### src/inc/rte_defs.svh
// Register map, field positions and reset values of the reload event timer
`ifndef RTE_DEFS_SVH
`define RTE_DEFS_SVH

// ----------------------------------------
// Addresses
// ----------------------------------------
`define RTE_ADDR_W 16
`define RTE_DATA_W 16
`define RTE_CSR_ADDR 16'h0066
`define RTE_CNT_ADDR 16'h3900

// ----------------------------------------
// Control/status fields
// ----------------------------------------
`define RTE_BIT_TRG 0
`define RTE_BIT_OPERATION_ENABLE 1
`define RTE_BIT_UF 2
`define RTE_BIT_UNDERFLOW_IRQ_ENABLE 3
`define RTE_BIT_RELOAD_SELECT 4
`define RTE_BIT_OUTPUT_LEVEL_SELECT 5
`define RTE_MOD_LSB 7
`define RTE_MOD_MSB 9
`define RTE_CSL_LSB 10
`define RTE_CSL_MSB 11

// ----------------------------------------
// Values
// ----------------------------------------
`define RTE_CSL_EVENT 2'h3
`define RTE_MOD_RISE 3'h1
`define RTE_MOD_FALL 3'h2
`define RTE_MOD_BOTH 3'h3
`define RTE_CNT_ZERO 16'h0000
`define RTE_CNT_ONES 16'hffff
`define RTE_RST16 16'h0000

`endif

### src/inc/rte_pkg.sv
// Types shared by the reload event timer
package rte_pkg;

  // ----------------------------------------
  // Register port request
  // ----------------------------------------
  typedef struct packed {
    logic [15:0] addr;
    logic [15:0] wdata;
    logic we;
    logic re;
  } rte_bus_req_t;

  // ----------------------------------------
  // Stored control fields
  // ----------------------------------------
  typedef struct packed {
    logic [1:0] count_source_sel;
    logic [2:0] mode_select;
    logic output_level_select;
    logic reload_select;
    logic underflow_irq_enable;
    logic underflow_flag;
    logic operation_enable;
  } rte_ctrl_t;

endpackage

### src/rtl/rte_timer.sv
// Sixteen-bit reload timer in event count mode, with register port
//
// Design decision made here: the strobed register port.
`timescale 1ns/1ps
`include "rte_defs.svh"

module rte_timer (
  input wire logic clk_i,
  input wire logic rst_i,
  input rte_pkg::rte_bus_req_t bus_i,
  output logic [15:0] rdata_o,
  input wire logic event_input_pin_i,
  input wire logic xfer_ack_i,
  output logic wave_output_pin_o,
  output logic irq_o
);

  // ----------------------------------------
  // Helpers
  // ----------------------------------------
  function automatic logic edge_sel(input logic [2:0] mode, input logic rise,
                                    input logic fall);
    case (mode)
      `RTE_MOD_RISE: edge_sel = rise;
      `RTE_MOD_FALL: edge_sel = fall;
      `RTE_MOD_BOTH: edge_sel = rise | fall;
      default: edge_sel = 1'b0;
    endcase
  endfunction

  // ----------------------------------------
  // State
  // ----------------------------------------
  rte_pkg::rte_ctrl_t ctrl;
  rte_pkg::rte_ctrl_t next_ctrl;
  logic [15:0] down_counter;
  logic [15:0] next_down_counter;
  logic [15:0] reload_value;
  logic running;
  logic next_running;
  logic next_wave;
  logic ev_s1;
  logic ev_s2;
  logic ev_s3;

  // ----------------------------------------
  // Decode
  // ----------------------------------------
  wire logic csr_hit = bus_i.addr == `RTE_CSR_ADDR;
  wire logic cnt_hit = bus_i.addr == `RTE_CNT_ADDR;
  wire logic csr_wr = bus_i.we & csr_hit;
  wire logic rld_wr = bus_i.we & cnt_hit;
  wire logic wr_operation_enable = bus_i.wdata[`RTE_BIT_OPERATION_ENABLE];
  // Trigger only starts when the same write leaves the timer enabled
  wire logic start = csr_wr & bus_i.wdata[`RTE_BIT_TRG] & wr_operation_enable;
  wire logic event_mode = ctrl.count_source_sel == `RTE_CSL_EVENT;
  wire logic ev_rise = ev_s2 & ~ev_s3;
  wire logic ev_fall = ~ev_s2 & ev_s3;
  wire logic ev_pulse = edge_sel(ctrl.mode_select, ev_rise, ev_fall);
  wire logic dec = running & ctrl.operation_enable & event_mode & ev_pulse;
  wire logic uflow = dec & (down_counter == `RTE_CNT_ZERO);
  wire logic [15:0] csr_rd = {4'h0, ctrl.count_source_sel, ctrl.mode_select, 1'b0,
                              ctrl.output_level_select, ctrl.reload_select,
                              ctrl.underflow_irq_enable, ctrl.underflow_flag,
                              ctrl.operation_enable, 1'b0};
  wire logic [15:0] rd_mux = csr_hit ? csr_rd : (cnt_hit ? down_counter : 16'h0000);

  // ----------------------------------------
  // Control register next value
  // ----------------------------------------
  always_comb begin
    next_ctrl = ctrl;
    if (csr_wr) begin
      next_ctrl.count_source_sel = bus_i.wdata[`RTE_CSL_MSB:`RTE_CSL_LSB];
      next_ctrl.mode_select = bus_i.wdata[`RTE_MOD_MSB:`RTE_MOD_LSB];
      next_ctrl.output_level_select = bus_i.wdata[`RTE_BIT_OUTPUT_LEVEL_SELECT];
      next_ctrl.reload_select = bus_i.wdata[`RTE_BIT_RELOAD_SELECT];
      next_ctrl.underflow_irq_enable = bus_i.wdata[`RTE_BIT_UNDERFLOW_IRQ_ENABLE];
      next_ctrl.operation_enable = wr_operation_enable;
      // Writing zero clears the flag, writing one leaves it
      if (!bus_i.wdata[`RTE_BIT_UF]) begin
        next_ctrl.underflow_flag = 1'b0;
      end
    end
    if (xfer_ack_i) begin
      next_ctrl.underflow_flag = 1'b0;
    end
    // Set wins over any clear in the same cycle
    if (uflow) begin
      next_ctrl.underflow_flag = 1'b1;
    end
  end

  // ----------------------------------------
  // Counter, run state and wave output
  // ----------------------------------------
  always_comb begin
    next_down_counter = down_counter;
    next_running = running & next_ctrl.operation_enable;
    next_wave = wave_output_pin_o;
    if (start) begin
      // Reload lands at the edge closing the trigger write
      next_down_counter = reload_value;
      next_running = 1'b1;
      if (next_ctrl.reload_select) begin
        next_wave = next_ctrl.output_level_select;
      end
    end else if (uflow) begin
      if (ctrl.reload_select) begin
        next_down_counter = reload_value;
        next_wave = ~wave_output_pin_o;
      end else begin
        next_down_counter = `RTE_CNT_ONES;
        next_running = 1'b0;
      end
    end else if (dec) begin
      next_down_counter = down_counter - 16'h0001;
    end
    if (!next_ctrl.reload_select) begin
      // Pulse is active while counting; level bit flips polarity
      next_wave = next_running ^ next_ctrl.output_level_select;
    end
  end

  // ----------------------------------------
  // Event input synchroniser
  // ----------------------------------------
  // The second and third stages feed the edge compare; four-cycle
  // minimum levels keep every edge visible
  always_ff @(posedge clk_i) begin
    ev_s1 <= event_input_pin_i;
    ev_s2 <= ev_s1;
    ev_s3 <= ev_s2;
  end

  // ----------------------------------------
  // Registers
  // ----------------------------------------
  always_ff @(posedge clk_i) begin
    if (rst_i) begin
      ctrl <= '0;
      down_counter <= `RTE_RST16;
      reload_value <= `RTE_RST16;
      running <= 1'b0;
      wave_output_pin_o <= 1'b0;
      irq_o <= 1'b0;
      rdata_o <= `RTE_RST16;
    end else begin
      ctrl <= next_ctrl;
      down_counter <= next_down_counter;
      if (rld_wr) begin
        reload_value <= bus_i.wdata;
      end
      running <= next_running;
      wave_output_pin_o <= next_wave;
      irq_o <= next_ctrl.underflow_flag & next_ctrl.underflow_irq_enable;
      rdata_o <= bus_i.re ? rd_mux : 16'h0000;
    end
  end

endmodule

### config.mk
export PLATFORM = sky130hd
export DESIGN_NAME = rte_timer
export DESIGN_NICKNAME = d
export VERILOG_FILES = /design/src/inc/rte_pkg.sv /design/src/rtl/rte_timer.sv
export VERILOG_INCLUDE_DIRS = /design/src /design/src/inc
export SDC_FILE = /design/constraint.sdc
export NUM_CORES = 1
export LEC_CHECK = 0
export BUFFER_PORTS_ARGS = -buffer_cell sky130_fd_sc_hd__buf_4
export CORE_MARGIN = 3
export CORE_UTILIZATION = 40
export CTS_CLUSTER_DIAMETER = 200
export DETAILED_ROUTE_END_ITERATION = 8
export HOLD_SLACK_MARGIN = 0.1
export PLACE_DENSITY_LB_ADDON = 0.12
export SETUP_SLACK_MARGIN = 0.1
export SLEW_MARGIN = 25
export SYNTH_ARGS = -nofsm -noshare
export SYNTH_HDL_FRONTEND = slang
export SYNTH_SLANG_ARGS = --single-unit
### constraint.sdc
create_clock -name clk_i -period 3.77 [get_ports clk_i]
set_clock_uncertainty 0.15 [all_clocks]
set_input_delay 0 -clock clk_i [delete_from_list [all_inputs] [get_ports clk_i]]
set_output_delay 0 -clock clk_i [all_outputs]
set_load 0.005 [all_outputs]
* Word level (Yosys, flattened, before mapping) *
Cells that the tools add are included.

operators by class
  add/sub/neg operators = 1
  eq/ne operators = 8
  muxes and demuxes = 18
  bitwise logic cells = 19
  reduce and logical (&&, ||, !) cells = 5

operator list
  cell                     number
  $mux W16                 4
  $mux W12                 2
  $eq A16 B14 Y1 const B   1
  $eq A16 B7 Y1 const B    1
  $logic_not A16 Y1        1
  $sub A16 B1 Y16 const B  1
  $and A1 B1 Y1            12
  $mux W1                  10
  $eq A3 B2 Y1 const B     2
  $mux W5                  1
  $not A1 Y1               5
  $reduce_or A4 Y1         1
  $eq A3 B1 Y1 const B     1
  $ne A3 B1 Y1 const B     1
  $ne A3 B2 Y1 const B     1
  $pmux W1 S3              1
  $reduce_bool A3 Y1       1
  $eq A2 B2 Y1 const B     1
  $reduce_and A2 Y1        1
  $reduce_or A2 Y1         1
  $or A1 B1 Y1             1
  $xor A1 B1 Y1            1

word-level totals
  register bits = 64
  output and inout bits = 18
  logic and storage cells = 68

* Depth between registers and ports, before layout *
Gate-level depths: netlist of the first run.

  depth after elaboration = 10
  gate-level depth with buffers = 10

* Worst setup path after synthesis of the first run *
Ideal clock, no wire load.

  path type = reg-to-reg
  from = register down_counter[0]
  to = register down_counter[10]
  arrival = 1,813 ps
  path slack = 1,670 ps
  stages on the path, launching flop included = 11
  path buffers = 2
  clock period less this slack = 2,100 ps
  path through = dfxtp_1 inv_1 ha_1 nor3b_1 and4_1 nand3_1 buf_6 clkbuf_1 nand3_1 a21oi_1 a211oi_1

between the ends
  word-level cells in the longest chain between the ends = 4
  elaborated cells between the ends (all ways) = 7
  those cells by class = 1 x add/sub; 3 x mux; 1 x bitwise; 2 x reduce/logical

RTL lines
  what                                                         RTL line                           RTL
  from (decl)                                                  rte_timer.sv:36                    logic [15:0] down_counter;
  from (signal assigned)                                       rte_timer.sv:142                   down_counter <= `RTE_RST16;
  from (signal assigned)                                       rte_timer.sv:150                   down_counter <= next_down_counter;
  $sub A16 B1 Y16 / $logic_not A16 Y1 (equally long branches)  -
  $mux W16 / $and A1 B1 Y1 (equally long branches)             rte_timer.sv:116, rte_timer.sv:61
  $mux W16                                                     rte_timer.sv:108                   end else if (uflow) begin
  $mux W16                                                     rte_timer.sv:101                   if (start) begin

Parallel ways exist; a longest one is shown, timed or not. The select of a mux whose other input is x is not followed.
A chain may end at the register's enable or synchronous reset.

* Worst setup path in the final report of the first run *
  from = input port bus_i[21] (netlist name)
  to = register wave_output_pin_o

between the ends
  word-level cells in the longest chain between the ends = 9
  elaborated cells between the ends (all ways) = 15
  those cells by class = 3 x eq/ne; 6 x mux; 5 x bitwise; 1 x reduce/logical

RTL lines
  what                              RTL line          RTL
  from (decl)                       rte_timer.sv:10   input rte_pkg::rte_bus_req_t bus_i,
  $eq A16 B7 Y1 (no source line) *  -
  $and A1 B1 Y1 *                   rte_timer.sv:51   wire logic csr_wr = bus_i.we & csr_hit;
  $mux W5                           rte_timer.sv:73   if (csr_wr) begin
  $and A1 B1 Y1                     rte_timer.sv:99   next_running = running & next_ctrl.operation_enable;
  $mux W1                           rte_timer.sv:109  if (ctrl.reload_select) begin
  $mux W1                           rte_timer.sv:108
  $mux W1                           rte_timer.sv:101
  $xor A1 B1 Y1                     rte_timer.sv:121  next_wave = next_running ^ next_ctrl.output_level_select;
  $mux W1                           rte_timer.sv:119  if (!next_ctrl.reload_select) begin
  to (signal assigned)              rte_timer.sv:155  wave_output_pin_o <= next_wave;
  to (decl)                         rte_timer.sv:14   output logic wave_output_pin_o,

Mark *: on every way between the ends. The rest lies on a longest branch, timed or not.

==> results of run 1 <==
[power breakdown]
group / internal (mW) / switching (mW)
combinational: 0.0453 / 0.0284
sequential: 0.678 / 0.000820
clock: 0.359 / 0.266
total: 1.08 / 0.295
[kinds of logic after synthesis]
kind of cell	after synthesis
muxes	21
AOI/OAI and AO/OA	71
xor gates and xnor gates	1
buffers and inverters	35
adders and majority gates	4
DFF	64
and+or+nand+nor	118
[flip-flops by register name, indices dropped and copies added (netlist names)]
register	cells
rdata_o	16
running	1
wave_output_pin_o	1
csr_rd	10
reload_value	16
irq_o	1
ev_s1	1
down_counter	16
ev_s2	1
ev_s3	1
[layout make-up]
cell class	instances	area [sq um]	share of cell area, %
repair buffers	93	791	20.0
flip-flops and latches	64	1280	32.5
clock inverters	4	51.3	1.30
well taps	96	120	3.04
inverters	17	63.8	1.62
multi-input cells	215	1470	37.3
clock buffers	12	165	4.19
[how the worst max path moves through the flow]
stage / endpoint / startpoint / cells after the start / slack (ns)
floorplan: down_counter[10]$_SDFFE_PP0P_ / down_counter[0]$_SDFFE_PP0P_ / 10 / 1.67
global placement: wave_output_pin_o$_SDFFE_PP0P_ / ev_s2$_DFF_P_ / 7 / 1.25
detailed placement: wave_output_pin_o$_SDFFE_PP0P_ / ev_s2$_DFF_P_ / 7 / 1.20
CTS: wave_output_pin_o$_SDFFE_PP0P_ / ev_s2$_DFF_P_ / 9 / 0.32
global route: wave_output_pin_o$_SDFFE_PP0P_ / bus_i[21] / 11 / 0.16
finish: wave_output_pin_o$_SDFFE_PP0P_ / bus_i[21] / 11 / 0.30
[cells in the mapped netlist (2+ instances only)]
cell type	n
sky130_fd_sc_hd__a211oi_1	6
sky130_fd_sc_hd__a21oi_1	15
sky130_fd_sc_hd__a221oi_1	4
sky130_fd_sc_hd__a221oi_2	2
sky130_fd_sc_hd__a22o_1	10
sky130_fd_sc_hd__a31oi_1	2
sky130_fd_sc_hd__and2_1	3
sky130_fd_sc_hd__and4_1	2
sky130_fd_sc_hd__and4b_1	2
sky130_fd_sc_hd__buf_2	3
sky130_fd_sc_hd__buf_6	4
sky130_fd_sc_hd__clkbuf_1	9
sky130_fd_sc_hd__dfxtp_1	64
sky130_fd_sc_hd__ha_1	4
sky130_fd_sc_hd__inv_1	17
sky130_fd_sc_hd__mux2i_1	21
sky130_fd_sc_hd__nand2_1	14
sky130_fd_sc_hd__nand2_8	2
sky130_fd_sc_hd__nand3_1	15
sky130_fd_sc_hd__nand4_1	8
sky130_fd_sc_hd__nor2_1	41
sky130_fd_sc_hd__nor3_1	12
sky130_fd_sc_hd__nor3b_1	2
sky130_fd_sc_hd__nor4_1	3
sky130_fd_sc_hd__nor4_4	3
sky130_fd_sc_hd__o211ai_1	4
sky130_fd_sc_hd__o21ai_0	7
sky130_fd_sc_hd__o21ai_1	4
sky130_fd_sc_hd__o21ai_2	2
sky130_fd_sc_hd__o22ai_1	5
sky130_fd_sc_hd__o31a_1	2
sky130_fd_sc_hd__o32ai_1	2
sky130_fd_sc_hd__or3_1	4
[repair_timing]
action                                  in CTS  in global routing
endpoints found under the setup margin       0                  1
resized for setup                            0                  1
endpoints found under the hold margin       50                  0
hold buffers                                37                  0
buffers inserted                             0                  0
[metrics by stage]
| step | setup WS (ns) | instance area (sq um) | util (%) | hold WS, ns |
|---|---|---|---|---|
| 3_5_place_dp | 1.20 | 3350 | 48.3 | -0.0422 |
| 5_1_grt | 0.157 | 3950 | 56.8 | 0.181 |
| 2_1_floorplan | 1.67 | 2940 | - | -0.122 |
| 6_report | 0.301 | 3950 | 56.8 | 0.172 |
| 4_1_cts | 0.320 | 3940 | 56.7 | 0.135 |
| 3_3_place_gp | 1.25 | 3350 | 48.3 | -0.0439 |
[critical path, stage by stage]
cell                            delay (ns)
sky130_fd_sc_hd__dlygate4sd3_1        0.54
sky130_fd_sc_hd__buf_4                0.14
sky130_fd_sc_hd__nor4_4               0.18
sky130_fd_sc_hd__dlygate4sd3_1        0.61
sky130_fd_sc_hd__nand4_2              0.18
sky130_fd_sc_hd__nor3_1               0.29
sky130_fd_sc_hd__o221a_1              0.28
sky130_fd_sc_hd__o21ai_0              0.09
sky130_fd_sc_hd__dlygate4sd3_1        0.59
sky130_fd_sc_hd__a31oi_1              0.15
sky130_fd_sc_hd__dlygate4sd3_1        0.55
[metal layers]
| layer | global-route usage [%] | vias to the layer above | share of wire (%) |
|---|---|---|---|
| met1 | 26.5 | 1267 | 44 |
| met4 | 9.28 | 0 | 1.8 |
| li1 | - | 1321 | - |
| met3 | 4.02 | 9 | 4.4 |
| met5 | 0 | - | 0 |
| met2 | 32.4 | 61 | 49 |
==> results, run 1 <==
- The adder and majority cell fraction of the synthesized area is 1.70%.
- The worst hold path stage count is 2.
- The largest driver fanout on the critical path is 7.
- The startpoint identified for the worst hold timing path is event_input_pin_i.
- The number of synthesized flops with an enable pin is 0.
- The via count of the first global-routing pass is 2716.
- The top cell type by area accounts for 43.6% of the synthesized area.
- The clock passes through at most 2 buffers.
- After routing, the total negative slack on setup checks comes to 0 ns.
- The core area is 6940 sq um.
- The number of vias per cell is 5.31.
- The clock latency at the later pin of the worst-skew pair is 0.35 ns.
- The synthesized netlist devotes 23.2% of its cell area to simple gates.
- The overall power after layout is 1.38 mW.
- For this run, the top clock speed supported by timing is 0.288 GHz.
- The flop and latch count out of synthesis is 64.
- In this run the critical register-to-register path is captured at wave_output_pin_o$_SDFFE_PP0P_.
- The final-report max-slew violation count is 0.
- For this run the aggregate overflow at the end of global routing stands at 0.
- The kind of end point of the critical path is a flop.
- Setup repair after global routing left no endpoint under its margin.
- TritonCTS built the clock tree.
- The number of nets in the layout is 442.
- In this run, distinct cell masters in the synthesized netlist total 49.
- The final number of setup-violating endpoints is 0.
- The clock-pin slew on the worst setup and hold paths is 0.07 ns.
- The non-filler instance count after layout is 501.
- The endpoint required time on the critical path is 3.91 ns.
- The number of nets with antenna violations after detailed routing is 0.
- The filler cells instantiated in the layout total 643.
- The analysis attributes to cell leakage a power of 1.71 nW.
- The detailed router finished its first iteration with 122 violations.
- The number of antenna violations at the first check in global routing is 0.
- The clock period minus worst slack is 3.47 ns.
- In this run the clock root is driven by a sky130_fd_sc_hd__clkbuf_8.
- For this run, the number of Yosys warnings is 0.
- The path type of the worst setup path is in2reg.
- Of the total synthesized cell area, the portion taken by XOR and XNOR cells is 0.298%.
- Compared with the post-synthesis result, the final layout area differs by 34.2%.
- For the worst setup path, the data arrival time is 3.61 ns.
- Power spread over the standard cell area amounts to 349 nW/um^2.
- The total number of H-tree levels is 3.
- Counting every net in the synthesized netlist gives 356.
- At the end of routability-driven placement, the weighted congestion stood at 0.856.
- The transition time of the tightest slew-check pin is 0.906 ns.
- The mapped netlist covers 2940 sq um.
- Yosys attributes the largest share of cell area to sky130_fd_sc_hd__dfxtp_1, sky130_fd_sc_hd__mux2i_1, sky130_fd_sc_hd__nor2_1.
- The most common cell after layout, fill and taps aside is sky130_fd_sc_hd__dfxtp_1.
- The cell type contributing the most total cell area after synthesis is sky130_fd_sc_hd__dfxtp_1.
- The category of the worst setup path launch point is an input port.
- Of the cells placed in the final design, the portion with a size suffix greater than 1 is 22.0%.
- The clock sink total is 64.
- Measured along the y axis, the die boundary spans 91.7 um.
- The largest family of logic cells by synthesized area is simple AND/OR/NAND/NOR gates.
- The starting utilization of the core area is 42.3%.
- The floorplan has 30 rows.
- The synthesized area divided by synthesized cell count is 9.36 sq um.
- The worst register-to-register path begins at ev_s2$_DFF_P_.
- In the layout the commonest cells are sky130_fd_sc_hd__dfxtp_1, sky130_fd_sc_hd__buf_4, sky130_fd_sc_hd__nor2_1.
- The worst-case IR drop observed on VDD is 0.187 mV.
- The synthesized netlist devotes 17.5% of its cell area to compound gates.
- The proportion of synthesized chip area in sequential cells is 43.6%.
- 56 I/O pins were placed.
- The worst hold endpoint is ev_s1$_DFF_P_.
- The number of optimization iterations in the first detailed-route pass is 4.
- After layout, the worst path uses 92.0% of the clock period.
- Counting cells, the worst reg-to-reg path comes to 9.
- Counting every instance in the synthesized netlist gives 314.
- The detailed-placement wirelength estimate is 5.28 mm.
- The DRC violation count after routing is 0.
- The number of vias in the routed layout is 2658.
- Across all register-to-register paths, the minimum setup slack is 0.38 ns.
- The first-pass GRT wire length is 13.5 mm.
- The count of input and output buffers is 55.
- The total clock buffers created by CTS is 9.
- Counting flops with an async set or reset pin after synthesis yields a share of 0%.
- The post-detailed-routing wire length is 7.83 mm.
- Across the run, the number of max-cap violations was 0.
- The number of instances in the placed design is 448.
- Entering global routing, the biggest net connects 45 pins.
- The worst min-delay path category is in2reg.
- Among all flip-flop cells after synthesis, the most frequent one is sky130_fd_sc_hd__dfxtp_1.
- The hold violation total from the final report is 0.
- In the global route stage, overall resource usage came out at 20.4%.
- The headroom to the max-slew limit is 39.6%.
- The number of antenna diodes in the final layout is 0.
- The die covers 8410 sq um.
- Measured along the x axis, the die boundary spans 91.7 um.
- Measured against the total synthesized area, the mux share comes to 7.15%.
- The flow ran to the end, and the final reports show no timing, DRC or antenna violations.
- Dividing the detail-routed wire length by the instance count gives 15.6 um.
Power figures use the tool's default switching activity.
==> inputs of run 2 (changes only) <==
Settings changed: CORE_MARGIN 3 to unset.
Clock period 3.77 ns to 3.9 ns, I/O delays scaled along.
==> run 2 against run 1 <==
Design area is 0.86% lower. Routed wire length is 4.0% lower. Flip-flop and latch count stayed put. Via count is 0.64% higher. Worst setup slack better by 0.18 ns. Global-route usage is 1.2 points higher. Sequential share of layout area is 0.28 points higher. Non-clock buffer count is 2 lower. Clock power is 2% lower.
==> results, run 2 (synthesis gave the netlist of run 1 again) <==
- The kind of end point of the critical path is a flop.
- The summed negative setup slack over all endpoints came to 0 ns (unchanged).
- The number of vias in the routed layout is 2675 (+0.64%).
- Setup repair after global routing left no endpoint under its margin.
- The worst hold slack is 0.152 ns (-0.0191 ns).
- The total track usage is 21.6% (+1.2 points).
- Subtracting the final worst setup slack from the clock period gives 3.42 ns.
- The number of vias per cell is 5.38 (+1.4%).
- The area growth from synthesis to layout is 33.1%.
- The clock root buffer is sky130_fd_sc_hd__clkbuf_8.
- The largest driver fanout on the critical path is 7 (unchanged).
- The clock latency at the later pin of the worst-skew pair came to 0.34 ns (about the same).
- The worst voltage drop across the vdd grid is 0.212 mV (+13%).
- The power per unit of standard cell area came to 342 nW/um^2 (-2.0%).
- The slack of the worst reg-to-reg path was 0.77 ns (+0.39 ns).
- The share of total power in combinational logic was 5.3% (about the same).
- The maximum count of clock buffers along a single path is 2 (unchanged).
- The total of fill cells in the finished design came to 628 (-2.3%).
- The endpoint required time on the critical path is 3.98 ns (+0.07 ns).
- The number of optimization iterations in the first detailed-route pass is 4 (unchanged).
- The fraction of layout cells with a size suffix above 1 is 21.4% (-0.53 points).
- The path class of the tightest hold or removal check is in2reg.
- The count of max-cap constraint violations came to 0 (unchanged).
- The largest registers in the layout are down_counter (16), rdata_o (16), reload_value (16).
- The DRC violation count after routing is 0 (unchanged).
- The number of antenna violations at the first check in global routing is 0 (unchanged).
- The reported leakage power is 1.69 nW (-0.86%).
- The total number of H-tree levels is 3 (unchanged).
- The flow ran to the end, and the final reports show no timing, DRC or antenna violations.
- The number of nets in the layout is 440 (-0.45%).
- The first-pass GRT wire length is 12.6 mm (-7.2%).
- The worst hold path startpoint is bus_i[21].
- The number of setup buffers added after CTS is 0 (unchanged).
- The routability congestion estimate from global placement is 0.858 (+0.26%).
- TritonCTS built the clock tree.
- The clock sink total came to 64 (unchanged).
- The starting utilization of the core area is 42.3% (unchanged).
- The worst-case reg-to-reg path depth is 8 (-1).
- The headroom to the max-slew limit came to 38.0% (-1.6 points).
- The detailed router's first-iteration violation count is 111 (-9.0%).
- STA classifies the critical path startpoint as an input port.
- The final-report max-slew violation count is 0 (unchanged).
- The source of the worst register-to-register timing path is ev_s2$_DFF_P_.
- The worst hold path stage count came to 6 (+4).
- The portion of total power attributed to the clock network came to 45.7% (+0.3 points).
- The total overflow reported by the global router came to 0 (unchanged).
- Timing would allow up to 0.292 GHz.
- The clock-pin slew on the worst setup and hold paths is 0.06 ns (about the same).
- After layout, the worst path uses 87.7% of the clock period.
- The post-detailed-routing wire length is 7.52 mm (-4.0%).
- The pre-CTS setup slack is 1.29 ns (+0.0879 ns).
- The switching fraction of total power is 20.3% (-1.1 points).
- The die span in x is 87.7 um (-4.4%).
- The design internal power is 1.07 mW (-1.4%).
- The overall power after layout is 1.34 mW (-2.8%).
- The minimum setup slack in the final design is 0.480 ns (+0.179 ns).
- Leaving out fill and tap cells, the most frequent cell in the layout is sky130_fd_sc_hd__dfxtp_1.
- The library cells used most frequently in the layout, excluding fill and tap cells, are sky130_fd_sc_hd__dfxtp_1, sky130_fd_sc_hd__buf_4, sky130_fd_sc_hd__nor2_1.
- The via count of the first global-routing pass is 2588 (-4.7%).
- The overall die height is 87.7 um (-4.4%).
- The total net switching power is 0.271 mW (-8.0%).
- By startpoint and endpoint, the worst setup path is classified as in2reg.
- The mean routed wirelength per cell is 15.1 um (-3.2%).
- The worst hold path terminates at csr_rd[5]$_SDFF_PP0_.
- The antenna diode count came to 0 (unchanged).
- The number of rows in the core area is 30 (unchanged).
- The number of primary I/O pins was 56 (unchanged).
- In this run the critical register-to-register path is captured at wave_output_pin_o$_SDFFE_PP0P_.
- The final number of setup-violating endpoints is 0 (unchanged).
- The overall die area is 7690 sq um (-8.5%).
- The relative contribution of sequential cells to total power is 49.0% (-0.3 points).
- The worst setup path startpoint is bus_i[28].
- The maximum number of pins on one net before global-route repair came to 45 (unchanged).
- The transition time of the tightest slew-check pin was 0.929 ns (+0.0234 ns).
- The total clock buffers created by CTS is 9 (unchanged).
- The detailed-placement wirelength estimate is 5.07 mm (-4.1%).
- The count of input and output buffers is 55 (unchanged).
- The core area was 6940 sq um (unchanged).
- The data arrival time of the critical path is 3.50 ns (-0.11 ns).
- The number of nets with antenna violations after detailed routing is 0 (unchanged).
- The hold violation total from the final report came to 0 (unchanged).
## run 2: power by group through the flow
stage          Combinational (mW)  Clock [mW]  Sequential [mW]
6_report                   0.0710       0.611            0.656
5_1_grt                    0.0773       0.651            0.656
3_3_place_gp               0.0511           0            0.671
3_5_place_dp               0.0516           0            0.671
2_1_floorplan              0.0145           0            0.670
4_1_cts                    0.0707       0.622            0.656
## run 2: how the worst max path moves through the flow
stage                                     endpoint  slack, ns  cells past startpoint
detailed placement   down_counter[15]$_SDFFE_PP0P_       1.29                      8
floorplan            down_counter[10]$_SDFFE_PP0P_       1.80                     10
CTS                 wave_output_pin_o$_SDFFE_PP0P_       0.50                     11
global placement    wave_output_pin_o$_SDFFE_PP0P_       1.36                      7
global route        wave_output_pin_o$_SDFFE_PP0P_       0.29                     11
finish              wave_output_pin_o$_SDFFE_PP0P_       0.48                     11
## run 2: timing repair
action,in CTS,in global routing
endpoints found under the hold margin,50,0
resized for setup,0,0
hold buffers,35,0
## run 2: through the flow
stage               util, %  cells  cell area [sq um]
floorplan                 -    314               2940
global placement       48.3    448               3350
detailed placement     48.3    448               3350
CTS                    56.3    497               3910
global route           56.3    497               3910
finish                 56.3    497               3910
## run 2: per-layer routing
| layer | wire (um) | GRT usage [%] |
|---|---|---|
| met2 | 3720 | 36.3 |
| met3 | 227 | 5.18 |
| met4 | 98 | 7.90 |
| met1 | 3470 | 26.8 |
| met5 | 0 | 0 |
## run 2: cell type report
cell class	instances	area (sq um)	area share, %
inverter	17	63.8	1.63
sequential	64	1280	32.8
timing repair buffer	91	771	19.7
tap	96	120	3.07
clock inverter	4	70.1	1.79
clock buffer	10	138	3.52
multi-input combinational	215	1470	37.5
## run 2: critical path: stages
cell and delay (ns):
sky130_fd_sc_hd__dlygate4sd3_1 0.53, sky130_fd_sc_hd__buf_4 0.14, sky130_fd_sc_hd__nor4_4 0.14, sky130_fd_sc_hd__dlygate4sd3_1 0.62, sky130_fd_sc_hd__nand4_2 0.16, sky130_fd_sc_hd__dlygate4sd3_1 0.62, sky130_fd_sc_hd__nor3_1 0.25, sky130_fd_sc_hd__o221a_1 0.28
sky130_fd_sc_hd__or3_1 0.12, sky130_fd_sc_hd__a31oi_1 0.07, sky130_fd_sc_hd__dlygate4sd3_1 0.56
==> inputs of run 3 (changes only) <==
Settings changed: ABC_AREA set to 1.
==> run 3 against run 2 <==
Cell count rose by 45%. Routed wire length increased by 24%. Synthesized cell count rose by 66%. Combinational power increased by 20%. Core utilization fell by 1.4 points. Flip-flop and latch count is the same. Total power fell by 2.2%. Fmax grew 5.1%. Non-clock buffer count is 9 higher. First-iteration DRC count grew 94%.
==> results, run 3 <==
- The run finished with clean final reports.
- The share of the clock period used by the worst path after layout was 83.4% (-4.3 points).
- The detailed-placement wirelength estimate is 6.35 mm (+25%).
- The primary flip-flop cell chosen by synthesis mapping is sky130_fd_sc_hd__dfxtp_1.
- The overall die area is 9060 sq um (+18%).
- The total track usage is 21.9% (+0.38 points).
- The hold violation total from the final report is 0 (unchanged).
- The number of instances in the synthesized netlist is 520 (+66%).
- The worst voltage drop across the vdd grid is 0.136 mV (-36%).
- In this run the clock root is driven by a sky130_fd_sc_hd__clkbuf_8.
- The unique cell type count in the Yosys netlist is 27 (-45%).
- The summed negative setup slack over all endpoints is 0 ns (unchanged).
- The number of gates resized after cts is 0 (unchanged).
- The final-report max-slew violation count was 0 (unchanged).
- The count of max-cap constraint violations was 0 (unchanged).
- The die span in x is 95.2 um (+8.5%).
- The DRC violation count after routing was 0 (unchanged).
- The worst hold slack came to 0.119 ns (-0.0335 ns).
- The number of synthesized flops with an enable pin is 0 (unchanged).
- The starting utilization of the core area came to 41.8% (-0.49 points).
- The transition time of the tightest slew-check pin is 0.747 ns (-0.183 ns).
- By instance count, the leading cell after synthesis is sky130_fd_sc_hd__nand2_1.
- The warning count from the yosys run is 0 (unchanged).
- The mean routed wirelength per cell is 12.9 um (-15%).
- The reported leakage power came to 2.35 nW (+39%).
- The core area is 8300 sq um (+20%).
- The endpoint required time on the critical path is 4.05 ns (+0.07 ns).
- The number of nets with antenna violations after detailed routing was 0 (unchanged).
- The async set or reset register ratio after synthesis is 0% (unchanged).
- The detailed router's first-iteration violation count is 215 (+94%).
- The synthesis-to-finish area growth is 31.4%.
- The headroom to the max-slew limit is 50.1% (+12 points).
- The maximum count of clock buffers along a single path is 2 (unchanged).
- The total number of H-tree levels is 3 (unchanged).
- The kind of end point of the critical path is a flop.
- The top-area cell type share of the netlist area is 36.9% (-6.7 points).
- By count the netlist is led by sky130_fd_sc_hd__nand2_1, sky130_fd_sc_hd__inv_1, sky130_fd_sc_hd__nor2_1, sky130_fd_sc_hd__dfxtp_1, sky130_fd_sc_hd__o21ai_0.
- The proportion of synthesized chip area in sequential cells came to 36.9% (-6.7 points).
- The largest driver fanout on the critical path is 31 (+24).
- The antenna diode count is 0 (unchanged).
- The minimum setup slack in the final design is 0.646 ns (+0.166 ns).
- The maximum number of pins on one net before global-route repair was 33 (-27%).
- The largest registers in the layout are down_counter (16), rdata_o (16), reload_value (16).
- The number of vias per cell is 4.73 (-12%).
- The data arrival time of the critical path is 3.40 ns (-0.10 ns).
- The worst min-delay path category is in2reg.
- The post-detailed-routing wire length came to 9.31 mm (+24%).
- The overall die height is 95.2 um (+8.5%).
- The mapped cell area is 3470 sq um (+18%).
- The number of antenna violations at the first check in global routing was 0 (unchanged).
- The number of nets in the layout came to 655 (+49%).
- The total overflow reported by the global router came to 0 (unchanged).
- The clock-pin slew on the worst setup and hold paths is 0.07 ns (about the same).
- The routability congestion estimate from global placement came to 0.843 (-1.8%).
- The power per unit of standard cell area is 287 nW/um^2 (-16%).
- In the post-synthesis netlist, the biggest area contributors are sky130_fd_sc_hd__dfxtp_1, sky130_fd_sc_hd__nand2_1, sky130_fd_sc_hd__inv_1.
- The fraction of layout cells with a size suffix above 1 is 15.2% (-6.2 points).
- In the layout the commonest cells are sky130_fd_sc_hd__nand2_1, sky130_fd_sc_hd__inv_1, sky130_fd_sc_hd__nor2_1.
- The critical path is of the in2reg type.
- The number of optimization iterations in the first detailed-route pass was 4 (unchanged).
- The post-synth net total is 562 (+58%).
- The synthesized area divided by synthesized cell count is 6.68 sq um (-29%).
- The clock latency at the later pin of the worst-skew pair is 0.35 ns (about the same).
- Setup repair after global routing left no endpoint under its margin.
- The clock sink total is 64 (unchanged).
- The via count of the first global-routing pass is 3155 (+22%).
- The first-pass GRT wire length is 15.0 mm (+19%).
- The number of rows in the core area was 33 (+10%).
- The top achievable clock speed is 0.307 GHz (+5.1%).
- The final number of setup-violating endpoints is 0 (unchanged).
- The clock tree from TritonCTS is built.
- The category of the worst setup path launch point is an input port.
- The total clock buffers created by CTS is 9 (unchanged).
- The number of vias in the routed layout is 3417 (+28%).
- The number of primary I/O pins is 56 (unchanged).
- The pre-CTS setup slack is 1.17 ns (-0.113 ns).
- The flop and latch count out of synthesis is 64 (unchanged).
- The count of input and output buffers was 55 (unchanged).
- The library cell used most frequently in the layout, excluding fill and tap cells, is sky130_fd_sc_hd__nand2_1.
- The cell type contributing the most total cell area after synthesis is sky130_fd_sc_hd__dfxtp_1.
- The clock period minus worst slack is 3.25 ns (-0.166 ns).
-- run 3: cell count changes in the layout (fill, tap and decap cells not counted), moves of 10 or more --
cell	before	now
sky130_fd_sc_hd__a22o_1	10	0
sky130_fd_sc_hd__o21ai_0	7	40
sky130_fd_sc_hd__nor2_1	40	75
sky130_fd_sc_hd__xor2_1	1	11
sky130_fd_sc_hd__inv_1	17	86
sky130_fd_sc_hd__nand3_1	15	33
sky130_fd_sc_hd__nand2_1	14	116
sky130_fd_sc_hd__dlygate4sd3_1	35	45
sky130_fd_sc_hd__a211oi_1	6	16
sky130_fd_sc_hd__mux2i_1	21	0
-- run 3: per-layer routing --
metal / share of wire (%) / wire length, um / vias up / GRT usage, %
li1: - / - / 1823 / -
met4: 0.99 / 92 / 0 / 8.59
met1: 47 / 4420 / 1505 / 27.9
met5: 0 / 0 / - / 0
met3: 5.7 / 528 / 7 / 4.55
met2: 46 / 4270 / 82 / 36.1
-- run 3: report_power, final --
part / switching (mW) / total [mW] / internal (mW)
clock: 0.273 / 0.567 / 0.294
sequential: 0.000844 / 0.656 / 0.655
combinational: 0.0358 / 0.0851 / 0.0493
total: 0.310 / 1.31 / 0.998
-- run 3: stage by stage --
step	utilization [%]	instances	area [sq um]	power [mW]
after floorplan	-	520	3470	0.690
after global placement	47.1	662	3910	0.731
after detailed placement	47.1	662	3910	0.731
after CTS	54.9	723	4560	1.32
after global routing	55.0	723	4560	1.36
final	55.0	723	4560	1.31
-- run 3: timing repair --
action / in CTS / in global routing
hold buffers: 45 / 0
endpoints found under the setup margin: 0 / 0
hold endpoints to repair: 43 / 0
setup buffers: 0 / 0
-- run 3: final timing paths --
path	start	end	slack (ns)	depth (start not counted)
max	bus_i[22]	down_counter[10]$_SDFFE_PP0P_	0.65	14
min	bus_i[25]	csr_rd[4]$_SDFF_PP0_	0.12	7
max reg2reg	ev_s2$_DFF_P_	down_counter[10]$_SDFFE_PP0P_	1.16	15
min reg2reg	ev_s1$_DFF_P_	ev_s2$_DFF_P_	0.18	0
-- run 3: worst max-delay path: stages --
cell,delay [ns]
sky130_fd_sc_hd__dlygate4sd3_1,0.54
sky130_fd_sc_hd__buf_4,0.15
sky130_fd_sc_hd__nor2_2,0.13
sky130_fd_sc_hd__nand2_2,0.05
sky130_fd_sc_hd__dlygate4sd3_1,0.59
sky130_fd_sc_hd__nor2_4,0.12
sky130_fd_sc_hd__nand3_4,0.12
sky130_fd_sc_hd__nor3_4,0.39
sky130_fd_sc_hd__inv_2,0.37
sky130_fd_sc_hd__nand2_2,0.57
sky130_fd_sc_hd__o21ai_0,0.16
sky130_fd_sc_hd__clkinv_1,0.07
sky130_fd_sc_hd__nand2_1,0.06
sky130_fd_sc_hd__inv_1,0.05
-- run 3: cells by family after synthesis --
logic type      share of synthesized area [%]
flops                                    36.9
compound gates                           15.2
fa+ha+maj                                1.44
xor+xnor                                 2.77
simple gates                             30.6
buf+inv                                  13.1
-- run 3: layout make-up --
| cell class | count | area [sq um] |
|---|---|---|
| Clock buffer | 9 | 124 |
| Clock inverter | 7 | 72.6 |
| Fill cell | 801 | 3740 |
| Inverter | 93 | 349 |
| Multi-Input combinational cell | 345 | 1740 |
| Sequential cell | 64 | 1280 |
| Tap cell | 105 | 131 |
| Timing Repair Buffer | 100 | 863 |
